## config.mk

```make
export PLATFORM = sky130hd
export DESIGN_NAME = ffp_core
export DESIGN_NICKNAME = d
export VERILOG_FILES = /design/src/pkg/ffp_pkg.sv /design/src/hdl/ffp_core.sv
export VERILOG_INCLUDE_DIRS = /design/src /design/src/pkg
export SDC_FILE = /design/constraint.sdc
export NUM_CORES = 2
export LEC_CHECK = 0
export BUFFER_PORTS_ARGS = -buffer_cell sky130_fd_sc_hd__buf_2
export CAP_MARGIN = 30
export CORE_ASPECT_RATIO = 0.9
export CORE_MARGIN = 2
export CORE_UTILIZATION = 30
export CTS_CLUSTER_SIZE = 20
export DETAILED_ROUTE_END_ITERATION = 8
export GPL_TIMING_DRIVEN = 1
export PLACE_DENSITY = 0.44
export SYNTH_ARGS = -nofsm -noshare
export SYNTH_HDL_FRONTEND = slang
export SYNTH_SLANG_ARGS = --single-unit
```

## constraint.sdc

```tcl
create_clock -name clk -period 48.2 [get_ports clk]
set_input_delay 4.82 -clock clk [delete_from_list [all_inputs] [get_ports clk]]
set_output_delay 4.82 -clock clk [all_outputs]
set_load 0.05 [all_outputs]
```

## src/pkg/ffp_map.svh

```systemverilog
// Register offsets, field positions and reset values of the fast interrupt block
`ifndef FFP_MAP_SVH
`define FFP_MAP_SVH

// ************************************************************
// Register byte offsets
// ************************************************************
`define FFP_OFF_SMR_BASE   12'h000
`define FFP_OFF_SVR_BASE   12'h080
`define FFP_OFF_IVR        12'h100
`define FFP_OFF_FVR        12'h104
`define FFP_OFF_ISR        12'h108
`define FFP_OFF_IPR        12'h10C
`define FFP_OFF_IMR        12'h110
`define FFP_OFF_CISR       12'h114
`define FFP_OFF_IECR       12'h120
`define FFP_OFF_IDCR       12'h124
`define FFP_OFF_ICCR       12'h128
`define FFP_OFF_ISCR       12'h12C
`define FFP_OFF_EOICR      12'h130
`define FFP_OFF_SPU        12'h134
`define FFP_OFF_DCR        12'h138
`define FFP_OFF_FFER       12'h140
`define FFP_OFF_FFDR       12'h144
`define FFP_OFF_FFSR       12'h148

// ************************************************************
// Field positions
// ************************************************************
`define FFP_BLK_SMR        5'h00
`define FFP_BLK_SVR        5'h01
`define FFP_PRIOR_LSB      0
`define FFP_SOURCE_SENSITIVITY_LSB    5
`define FFP_DCR_PROTECT_ENABLE_BIT_BIT   0
`define FFP_DCR_GLOBAL_MASK_BIT_BIT   1
`define FFP_CISR_FIQ_BIT   0
`define FFP_CISR_IRQ_BIT   1

// ************************************************************
// Reset values
// ************************************************************
`define FFP_RST_WORD       32'h0000_0000
`define FFP_RST_PRIOR      3'h0
`define FFP_RST_SOURCE_SENSITIVITY    2'h0

`endif

```

## src/pkg/ffp_pkg.sv

```systemverilog
// Types shared by the fast interrupt block and its bench
package ffp_pkg;

  // Source sensitivity encoding held in a mode register
  typedef enum logic [1:0] {
    FFP_LOW_LEVEL  = 2'h0,
    FFP_NEG_EDGE   = 2'h1,
    FFP_HIGH_LEVEL = 2'h2,
    FFP_POS_EDGE   = 2'h3
  } ffp_sensitivity_t;

  // Avalon-MM request group as driven by the master
  typedef struct packed {
    logic        read;
    logic        write;
    logic [11:0] address;
    logic [31:0] writedata;
  } ffp_bus_req_t;

endpackage

```

## src/hdl/ffp_core.sv

```systemverilog
// Fast interrupt path, fast forcing, protect mode and general mask of the interrupt controller
//
// Implementation choices: the Avalon-MM slave port and the address map.
`timescale 1ns/10ps
`include "ffp_map.svh"

// Summary of operation
// - Fast vector read clears edge fast interrupt
// - Force enable/disable commands update force status
// - Forced source skips normal request and priority
// - Forced level source asserts fast request
// - Forced edge source asserts fast request
// - Forcing leaves source-0 pending bit untouched
// - Fast vector read returns source-0 vector
// - Forced edge sources clear only by clear command
// - Normal vector read never clears forced sources
// - Source 0 stays a fast request input
// - Protect bit set enables protect mode
// - Protect mode stacks only on vector write
// - Protect-mode lone reads change no context
// - Normal read selects, returns, pushes, acknowledges
// - Protect read selects, returns, memorizes only
// - Vector write ignored outside protect mode
// - No pending source returns spurious vector
// - General mask silences both request lines
// - Source-0 sensitivity selectable, priority stored only
// - Enable/disable commands steer mask bit 0
module ffp_core #(
  parameter int NSRC        = 32,
  parameter int STACK_DEPTH = 8
) (
  input  wire logic                 clk,              // System clock, 10 MHz
  input  wire logic                 rst,              // Asynchronous reset, active high
  input  wire logic                 ce,               // Clock enable, freezes all state when low
  input  wire ffp_pkg::ffp_bus_req_t avs_req,         // Avalon-MM read, write, address, data
  output logic [31:0]               avs_readdata,     // Avalon-MM read data
  output logic                      avs_waitrequest,  // Avalon-MM wait request
  input  wire logic [NSRC-1:0]      src_pin,          // Interrupt sources, asynchronous
  output logic                      fast_request_n,   // Fast request to core, active low
  output logic                      normal_request_n, // Normal request to core, active low
  output logic                      idle_wakeup       // Wake-up for an idle core, ignores general mask
);

  localparam int SW  = $clog2(NSRC);
  localparam int SPW = $clog2(STACK_DEPTH);
  localparam logic [SPW:0] SP_ONE = (SPW+1)'(1);

  // ************************************************************
  // Storage
  // ************************************************************
  logic                    ack_reg;
  logic [31:0]             rdata_reg;
  logic [NSRC-1:0]         sync1_reg;
  logic [NSRC-1:0]         sync2_reg;
  logic [NSRC-1:0]         prev_reg;
  logic [NSRC-1:0]         edge_pend_reg;
  logic [NSRC-1:0]         edge_pend_next;
  logic [NSRC-1:0]         mask_state_reg;
  logic [NSRC-1:0]         force_status_reg;
  logic [2:0]              prior_reg [NSRC];
  logic [1:0]              sens_reg [NSRC];
  logic [31:0]             vector_reg [NSRC];
  logic [31:0]             spurious_vector_reg;
  logic                    protect_enable_bit;
  logic                    global_mask_bit;
  logic [2:0]              lvl_stk_reg [STACK_DEPTH];
  logic [SW-1:0]           src_stk_reg [STACK_DEPTH];
  logic [SPW:0]            sp_reg;
  logic [SW-1:0]           memo_src_reg;
  logic                    memo_valid_reg;

  // ************************************************************
  // Bus decode
  // ************************************************************
  // ack_reg keeps a held request from being taken twice
  wire        take     = (avs_req.read | avs_req.write) & ~ack_reg;
  wire        rd_take  = take & avs_req.read;
  wire        wr_take  = take & avs_req.write;
  wire [11:0] addr     = avs_req.address;
  wire [31:0] wdata    = avs_req.writedata;
  wire [4:0]  idx      = addr[6:2];
  // Offsets past the last source hit no mode or vector register
  wire        idx_ok   = int'(idx) < NSRC;
  wire        smr_hit  = (addr[11:7] == `FFP_BLK_SMR) & idx_ok & (addr[1:0] == 2'h0);
  wire        svr_hit  = (addr[11:7] == `FFP_BLK_SVR) & idx_ok & (addr[1:0] == 2'h0);
  wire        ivr_rd   = rd_take & (addr == `FFP_OFF_IVR);
  wire        ivr_wr   = wr_take & (addr == `FFP_OFF_IVR);
  wire        fvr_rd   = rd_take & (addr == `FFP_OFF_FVR);
  wire        iecr_wr  = wr_take & (addr == `FFP_OFF_IECR);
  wire        idcr_wr  = wr_take & (addr == `FFP_OFF_IDCR);
  wire        iccr_wr  = wr_take & (addr == `FFP_OFF_ICCR);
  wire        iscr_wr  = wr_take & (addr == `FFP_OFF_ISCR);
  wire        eoicr_wr = wr_take & (addr == `FFP_OFF_EOICR);
  wire        spu_wr   = wr_take & (addr == `FFP_OFF_SPU);
  wire        dcr_wr   = wr_take & (addr == `FFP_OFF_DCR);
  wire        ffer_wr  = wr_take & (addr == `FFP_OFF_FFER);
  wire        ffdr_wr  = wr_take & (addr == `FFP_OFF_FFDR);

  // One wait cycle: the request is taken at the first edge, completes at the second
  assign avs_waitrequest = (avs_req.read | avs_req.write) & ~ack_reg;
  assign avs_readdata    = rdata_reg;

  // ************************************************************
  // Source conditioning
  // ************************************************************
  logic [NSRC-1:0] is_edge;
  logic [NSRC-1:0] level_on;
  logic [NSRC-1:0] edge_hit;
  logic [NSRC-1:0] pending_vec;
  logic [NSRC-1:0] cand_vec;

  always_comb begin
    for (int i = 0; i < NSRC; i++) begin
      is_edge[i]     = sens_reg[i][0];
      level_on[i]    = sens_reg[i][1] ? sync2_reg[i] : ~sync2_reg[i];
      edge_hit[i]    = sens_reg[i][1] ? (sync2_reg[i] & ~prev_reg[i])
                                      : (~sync2_reg[i] & prev_reg[i]);
      pending_vec[i] = is_edge[i] ? edge_pend_reg[i] : level_on[i];
    end
  end

  // Forced sources and source 0 never reach the priority logic
  assign cand_vec = pending_vec & mask_state_reg & ~force_status_reg
                    & {{(NSRC-1){1'b1}}, 1'b0};

  // ************************************************************
  // Priority selection
  // ************************************************************
  // Pointer is one bit wider than the index so full and empty differ
  wire [SPW-1:0] top_idx   = SPW'(sp_reg - SP_ONE);
  wire           cur_valid = (sp_reg != '0);
  wire [2:0]     cur_lvl   = lvl_stk_reg[top_idx];
  wire [SW-1:0]  cur_src   = cur_valid ? src_stk_reg[top_idx] : '0;

  logic          win_valid;
  logic [SW-1:0] win_src;
  logic [2:0]    win_lvl;

  // Strict greater-than keeps the lowest index on a priority tie
  always_comb begin
    win_valid = 1'b0;
    win_src   = '0;
    win_lvl   = '0;
    for (int i = 1; i < NSRC; i++) begin
      if (cand_vec[i] && (!cur_valid || prior_reg[i] > cur_lvl)
          && (!win_valid || prior_reg[i] > win_lvl)) begin
        win_valid = 1'b1;
        win_src   = SW'(i);
        win_lvl   = prior_reg[i];
      end
    end
  end

  // ************************************************************
  // Vector register side effects
  // ************************************************************
  // Normal mode pushes on the read, protect mode on the write of the memorized source
  wire          push_rd  = ivr_rd & ~protect_enable_bit & win_valid;
  wire          push_wr  = ivr_wr & protect_enable_bit & memo_valid_reg;
  wire          push_now = push_rd | push_wr;
  wire [SW-1:0] push_src = protect_enable_bit ? memo_src_reg : win_src;
  wire [2:0]    push_lvl = prior_reg[push_src];
  wire          stk_full = (sp_reg == (SPW+1)'(STACK_DEPTH));
  wire          pop_now  = eoicr_wr & cur_valid;

  logic [NSRC-1:0] clr_vec;
  logic [NSRC-1:0] set_vec;

  always_comb begin
    clr_vec = '0;
    if (iccr_wr) begin
      clr_vec = wdata[NSRC-1:0];
    end
    if (push_now) begin
      clr_vec[push_src] = 1'b1;
    end
    // A fast vector read clears source 0 only when it is edge typed
    if (fvr_rd && is_edge[0]) begin
      clr_vec[0] = 1'b1;
    end
    set_vec = edge_hit & is_edge;
    if (iscr_wr) begin
      set_vec = set_vec | (wdata[NSRC-1:0] & is_edge);
    end
  end

  // A new edge in the clearing cycle survives
  assign edge_pend_next = (edge_pend_reg & ~clr_vec) | set_vec;

  // ************************************************************
  // Request lines
  // ************************************************************
  // Registered lines give the core clean levels at one cycle of latency
  // General mask gates the lines only; idle wake-up sees every enabled source
  wire fiq_src0   = pending_vec[0] & mask_state_reg[0];
  wire fiq_forced = |(pending_vec & mask_state_reg & force_status_reg);
  wire fiq_req    = (fiq_src0 | fiq_forced) & ~global_mask_bit;
  wire irq_req    = win_valid & ~global_mask_bit;
  wire wake_req   = |(pending_vec & mask_state_reg);

  // ************************************************************
  // Read data selection
  // ************************************************************
  logic [31:0] rd_mux;

  always_comb begin
    rd_mux = '0;
    if (smr_hit) begin
      rd_mux[`FFP_PRIOR_LSB +: 3]   = prior_reg[idx[SW-1:0]];
      rd_mux[`FFP_SOURCE_SENSITIVITY_LSB +: 2] = sens_reg[idx[SW-1:0]];
    end else if (svr_hit) begin
      rd_mux = vector_reg[idx[SW-1:0]];
    end else begin
      unique case (addr)
        `FFP_OFF_IVR:  rd_mux = win_valid ? vector_reg[win_src]
                                          : spurious_vector_reg;
        `FFP_OFF_FVR:  rd_mux = vector_reg[0];
        `FFP_OFF_ISR:  rd_mux[SW-1:0] = cur_src;
        `FFP_OFF_IPR:  rd_mux[NSRC-1:0] = pending_vec;
        `FFP_OFF_IMR:  rd_mux[NSRC-1:0] = mask_state_reg;
        `FFP_OFF_CISR: begin
          rd_mux[`FFP_CISR_FIQ_BIT] = ~fast_request_n;
          rd_mux[`FFP_CISR_IRQ_BIT] = ~normal_request_n;
        end
        `FFP_OFF_SPU:  rd_mux = spurious_vector_reg;
        `FFP_OFF_DCR:  begin
          rd_mux[`FFP_DCR_PROTECT_ENABLE_BIT_BIT] = protect_enable_bit;
          rd_mux[`FFP_DCR_GLOBAL_MASK_BIT_BIT] = global_mask_bit;
        end
        `FFP_OFF_FFSR: rd_mux[NSRC-1:0] = force_status_reg;
        default:       rd_mux = '0;
      endcase
    end
  end

  // ************************************************************
  // Bus handshake and read data
  // ************************************************************
  always_ff @(posedge clk or posedge rst) begin
    if (rst) begin
      ack_reg   <= 1'b0;
      rdata_reg <= `FFP_RST_WORD;
    end else if (ce) begin
      ack_reg <= take;
      if (rd_take) begin
        rdata_reg <= rd_mux;
      end
    end
  end

  // ************************************************************
  // Source synchronisers and pending state
  // ************************************************************
  // Only the second stage feeds logic; the first may be metastable.
  // Sources reset as level types, so the zeroed edge history cannot
  // latch a false edge before software programs an edge type.
  always_ff @(posedge clk or posedge rst) begin
    if (rst) begin
      sync1_reg     <= '0;
      sync2_reg     <= '0;
      prev_reg      <= '0;
      edge_pend_reg <= '0;
    end else if (ce) begin
      sync1_reg     <= src_pin;
      sync2_reg     <= sync1_reg;
      prev_reg      <= sync2_reg;
      edge_pend_reg <= edge_pend_next;
    end
  end

  // ************************************************************
  // Control registers
  // ************************************************************
  always_ff @(posedge clk or posedge rst) begin
    if (rst) begin
      mask_state_reg      <= '0;
      force_status_reg    <= '0;
      spurious_vector_reg <= `FFP_RST_WORD;
      protect_enable_bit  <= 1'b0;
      global_mask_bit     <= 1'b0;
    end else if (ce) begin
      if (iecr_wr) begin
        mask_state_reg <= mask_state_reg | wdata[NSRC-1:0];
      end else if (idcr_wr) begin
        mask_state_reg <= mask_state_reg & ~wdata[NSRC-1:0];
      end
      // Source 0 is the fast source already; forcing it has no meaning
      if (ffer_wr) begin
        force_status_reg <= (force_status_reg | wdata[NSRC-1:0])
                            & {{(NSRC-1){1'b1}}, 1'b0};
      end else if (ffdr_wr) begin
        force_status_reg <= force_status_reg & ~wdata[NSRC-1:0];
      end
      if (spu_wr) begin
        spurious_vector_reg <= wdata;
      end
      if (dcr_wr) begin
        protect_enable_bit <= wdata[`FFP_DCR_PROTECT_ENABLE_BIT_BIT];
        global_mask_bit    <= wdata[`FFP_DCR_GLOBAL_MASK_BIT_BIT];
      end
    end
  end

  // ************************************************************
  // Mode and vector registers
  // ************************************************************
  always_ff @(posedge clk or posedge rst) begin
    if (rst) begin
      for (int i = 0; i < NSRC; i++) begin
        prior_reg[i]  <= `FFP_RST_PRIOR;
        sens_reg[i]   <= `FFP_RST_SOURCE_SENSITIVITY;
        vector_reg[i] <= `FFP_RST_WORD;
      end
    end else if (ce) begin
      if (wr_take && smr_hit) begin
        prior_reg[idx[SW-1:0]] <= wdata[`FFP_PRIOR_LSB +: 3];
        sens_reg[idx[SW-1:0]]  <= wdata[`FFP_SOURCE_SENSITIVITY_LSB +: 2];
      end
      if (wr_take && svr_hit) begin
        vector_reg[idx[SW-1:0]] <= wdata;
      end
    end
  end

  // ************************************************************
  // Priority stack and protect-mode memory
  // ************************************************************
  // A push into a full stack is dropped rather than corrupting older levels
  always_ff @(posedge clk or posedge rst) begin
    if (rst) begin
      sp_reg         <= '0;
      memo_src_reg   <= '0;
      memo_valid_reg <= 1'b0;
      for (int i = 0; i < STACK_DEPTH; i++) begin
        lvl_stk_reg[i] <= `FFP_RST_PRIOR;
        src_stk_reg[i] <= '0;
      end
    end else if (ce) begin
      if (push_now && !stk_full) begin
        lvl_stk_reg[sp_reg[SPW-1:0]] <= push_lvl;
        src_stk_reg[sp_reg[SPW-1:0]] <= push_src;
        sp_reg                       <= sp_reg + SP_ONE;
      end else if (pop_now) begin
        sp_reg <= sp_reg - SP_ONE;
      end
      // A spurious protect-mode read forgets the winner, so no push follows
      if (ivr_rd && protect_enable_bit) begin
        memo_src_reg   <= win_src;
        memo_valid_reg <= win_valid;
      end else if (push_wr) begin
        memo_valid_reg <= 1'b0;
      end
    end
  end

  // ************************************************************
  // Core-facing outputs
  // ************************************************************
  always_ff @(posedge clk or posedge rst) begin
    if (rst) begin
      fast_request_n   <= 1'b1;
      normal_request_n <= 1'b1;
      idle_wakeup      <= 1'b0;
    end else if (ce) begin
      fast_request_n   <= ~fiq_req;
      normal_request_n <= ~irq_req;
      idle_wakeup      <= wake_req;
    end
  end

endmodule

```

==> results_dict.tcl <==
set metrics [dict create \
    largest_reg_flops 1024 \
    critPathKind "register to register" \
    core_um2 291000 \
    async_flop_share 1.00 \
    leakage_nw 44.3 \
    yosys-top-cells-count "dfrtp_1, mux2_2, nand2_1" \
    cp-end-kind "register" \
    clock-sinks 1520 \
    initial_core_util 0.301 \
    path_buf_inv 18 \
    crit_path_max_incr_delay_ns 0.63 \
    synthMuxAreaShare 0.277 \
    ys.flop_type "dfrtp_1" \
    die_area_um2 297000 \
    drt_pass1_iterations 8 \
    ys_seq_area_frac 0.434 \
    drt_iter0_drc 9052 \
    finish.instance_area_um2 102000 \
    yosys.area.top_type "dfrtp_1" \
    slew_violations 0 \
    ys_seq_elements 1520 \
    setup_ws_ns 2.15 \
    portBuffers 116 \
    status "complete, no violations" \
    syn_nets 8128 \
    grt_pass1_vias 69900 \
    vias 73200 \
    setup_violations 0 \
    syn_inst 7884 \
    pre_cts_ws_ns -1.69 \
    worstSkewPairLatency_ns 0.89 \
    grt_pass1_wl_um 564000 \
    yosys.cell_types.count 116 \
    ir_worst_vdd_uv 28.7 \
    die_h_um 517 \
    hold_violations 0 \
    holdBufCountCts 0 \
    slowest_stage "or4_4" \
    cts_tree "yes" \
    cpMostUsedCell "ha_1" \
    grtUsageTotal 0.264 \
    crit_required_ns 48.99 \
    wl_per_cell_um 34.5 \
    synth_compound_area_frac 0.127 \
    rows 188 \
    path_delay_family "compound AO/OA/AOI/OAI gates" \
    yosys.area_share.simple 0.0978 \
    final_antenna_net_count 0 \
    die_w_um 574 \
    route.detailed.drc 0 \
    grt_max_degree 165 \
    synth_top_family_by_area "multiplexers" \
    place_congestion 0.956 \
    fin_total_pwr_mw 2.95 \
    drive_above_1_share 0.348 \
    fin_crit_sh 0.955 \
    reg2reg_depth 249 \
    max_clock_freq_ghz 0.0217 \
    start_kind "register" \
    min_period_ns 46.05 \
    powerDensity_nw_per_um2 29.1 \
    final_util 0.349 \
    dp_hpwl_um 254000 \
    synth-edff-count 0 \
    nets 8117 \
    hold_class "register to register" \
    max-clock-path-buffers 4 \
    wirelength_um 412000 \
    synth_area_per_cell_um2 11.1 \
    synthTopCellsByArea "dfrtp_1, mux2_2, mux4_2" \
    numCtsBuffers 184 \
    grt_antenna_before_repair 35 \
    io_pins 117 \
    synth_top_area_frac 0.433 \
    slew_headroom 0.170 \
    finClkSkew_ns 0.0582 \
    critical_path_depth 249 \
    yosys_warnings 0 \
    areaGrowthSynthToFinish_pct 15.9 \
    viasPerCell 6.14 \
    worst_pin_slew_ns 1.24 \
    drv_cap 0 \
    cp.arrival_ns 46.84 \
    whs_ns 0.479 \
    timing.hold.worst_path_depth 2 \
    cts-root-buf "clkbuf_16" \
    netlist_area_um2 87700 \
    overflow 0 \
    synth_xor_area_frac 0.00359 \
    synthAdderAreaFrac 0.0234 \
    placed_cell_area_um2 93400 \
    crit_fanout 10 \
    yosysMostFrequentCell "dfrtp_1" \
    htreeDepth 4 \
    path_clk_slew_ns 0.06 \
]
per-layer routing:
| layer | global-route usage | wire, µm | vias to the layer above |
|---|---|---|---|
| li1 | - | - | 29600 |
| met1 | 0.384 | 181000 | 38600 |
| met2 | 0.380 | 171000 | 4124 |
| met3 | 0.0655 | 42400 | 827 |
| met4 | 0.0894 | 16500 | 14 |
| met5 | 0 | 81 | - |
cell type report:
| type | count | area (µm²) |
|---|---|---|
| antenna | 10 | 25.0 |
| timing repair buffer | 461 | 4240 |
| tap | 3895 | 4870 |
| inverter | 159 | 607 |
| clock buffer | 275 | 5490 |
| multi-input combinational | 5547 | 47900 |
| fill | 29100 | 190000 |
| sequential | 1520 | 38000 |
| clock inverter | 47 | 508 |
final timing paths:
kind	startpoint	endpoint	slack, ns
setup / recovery	sp_reg[0]	lvl_stk_reg[21]	2.15
hold / removal	src_stk_reg[10]	src_stk_reg[10]	0.48
setup reg to reg	sp_reg[0]	lvl_stk_reg[21]	2.15
hold reg to reg	src_stk_reg[10]	src_stk_reg[10]	0.48
max in group asynchronous	rst	vector_reg[277]	38.97
min in group asynchronous	rst	lvl_stk_reg[15]	4.12
cell usage in the layout, fill, tap and decap left out, types with 186 or more instances in the layout:
cell type	count
dfrtp_1	1518
mux2_2	1384
nand2_1	1089
mux4_2	324
buf_4	263
nand3_1	237
a21oi_1	212
o21ai_0	210
clkbuf_16	196
a31oi_1	186
repair_timing:
action / 4_1_cts / 5_1_grt
gates cloned: 3 / 14
setup buffers: 8 / 61
gates resized for setup: 37 / 211
pin swaps: 5 / 65
setup endpoints to repair: 109 / 133
worst min-delay path: stages, from the launching register on:
cell and delay, ns:
dfrtp_1 0.34, nand2_1 0.04, o21ai_0 0.06
where the power goes:
part / internal (mW) / switching [mW] / leakage, nW
sequential: 1.29 / 0.0177 / 20.9
combinational: 0.0627 / 0.158 / 20.5
clock: 0.832 / 0.593 / 2.96
total: 2.19 / 0.768 / 44.3
through the flow:
| stage | setup TNS (ns) | instances |
|---|---|---|
| 4_1_cts | 0 | 11800 |
| 2_1_floorplan | 0 | 7884 |
| 6_report | 0 | 11900 |
| 5_1_grt | -22.50 | 11900 |
| 3_5_place_dp | -108.61 | 11500 |
| 3_3_place_gp | -28.25 | 11500 |
cells by family (layout without fill, tap and decap cells):
kind of cell | after synthesis | count (layout)
simple gates | 1924 | 1933
mux | 1847 | 1847
compound gates | 1567 | 1567
flops | 1520 | 1520
buf+inv | 826 | 942
fa+ha+maj | 164 | 164
xor+xnor | 36 | 36
other cells | 0 | 10
No activity file was read; power rests on OpenSTA's default activity.
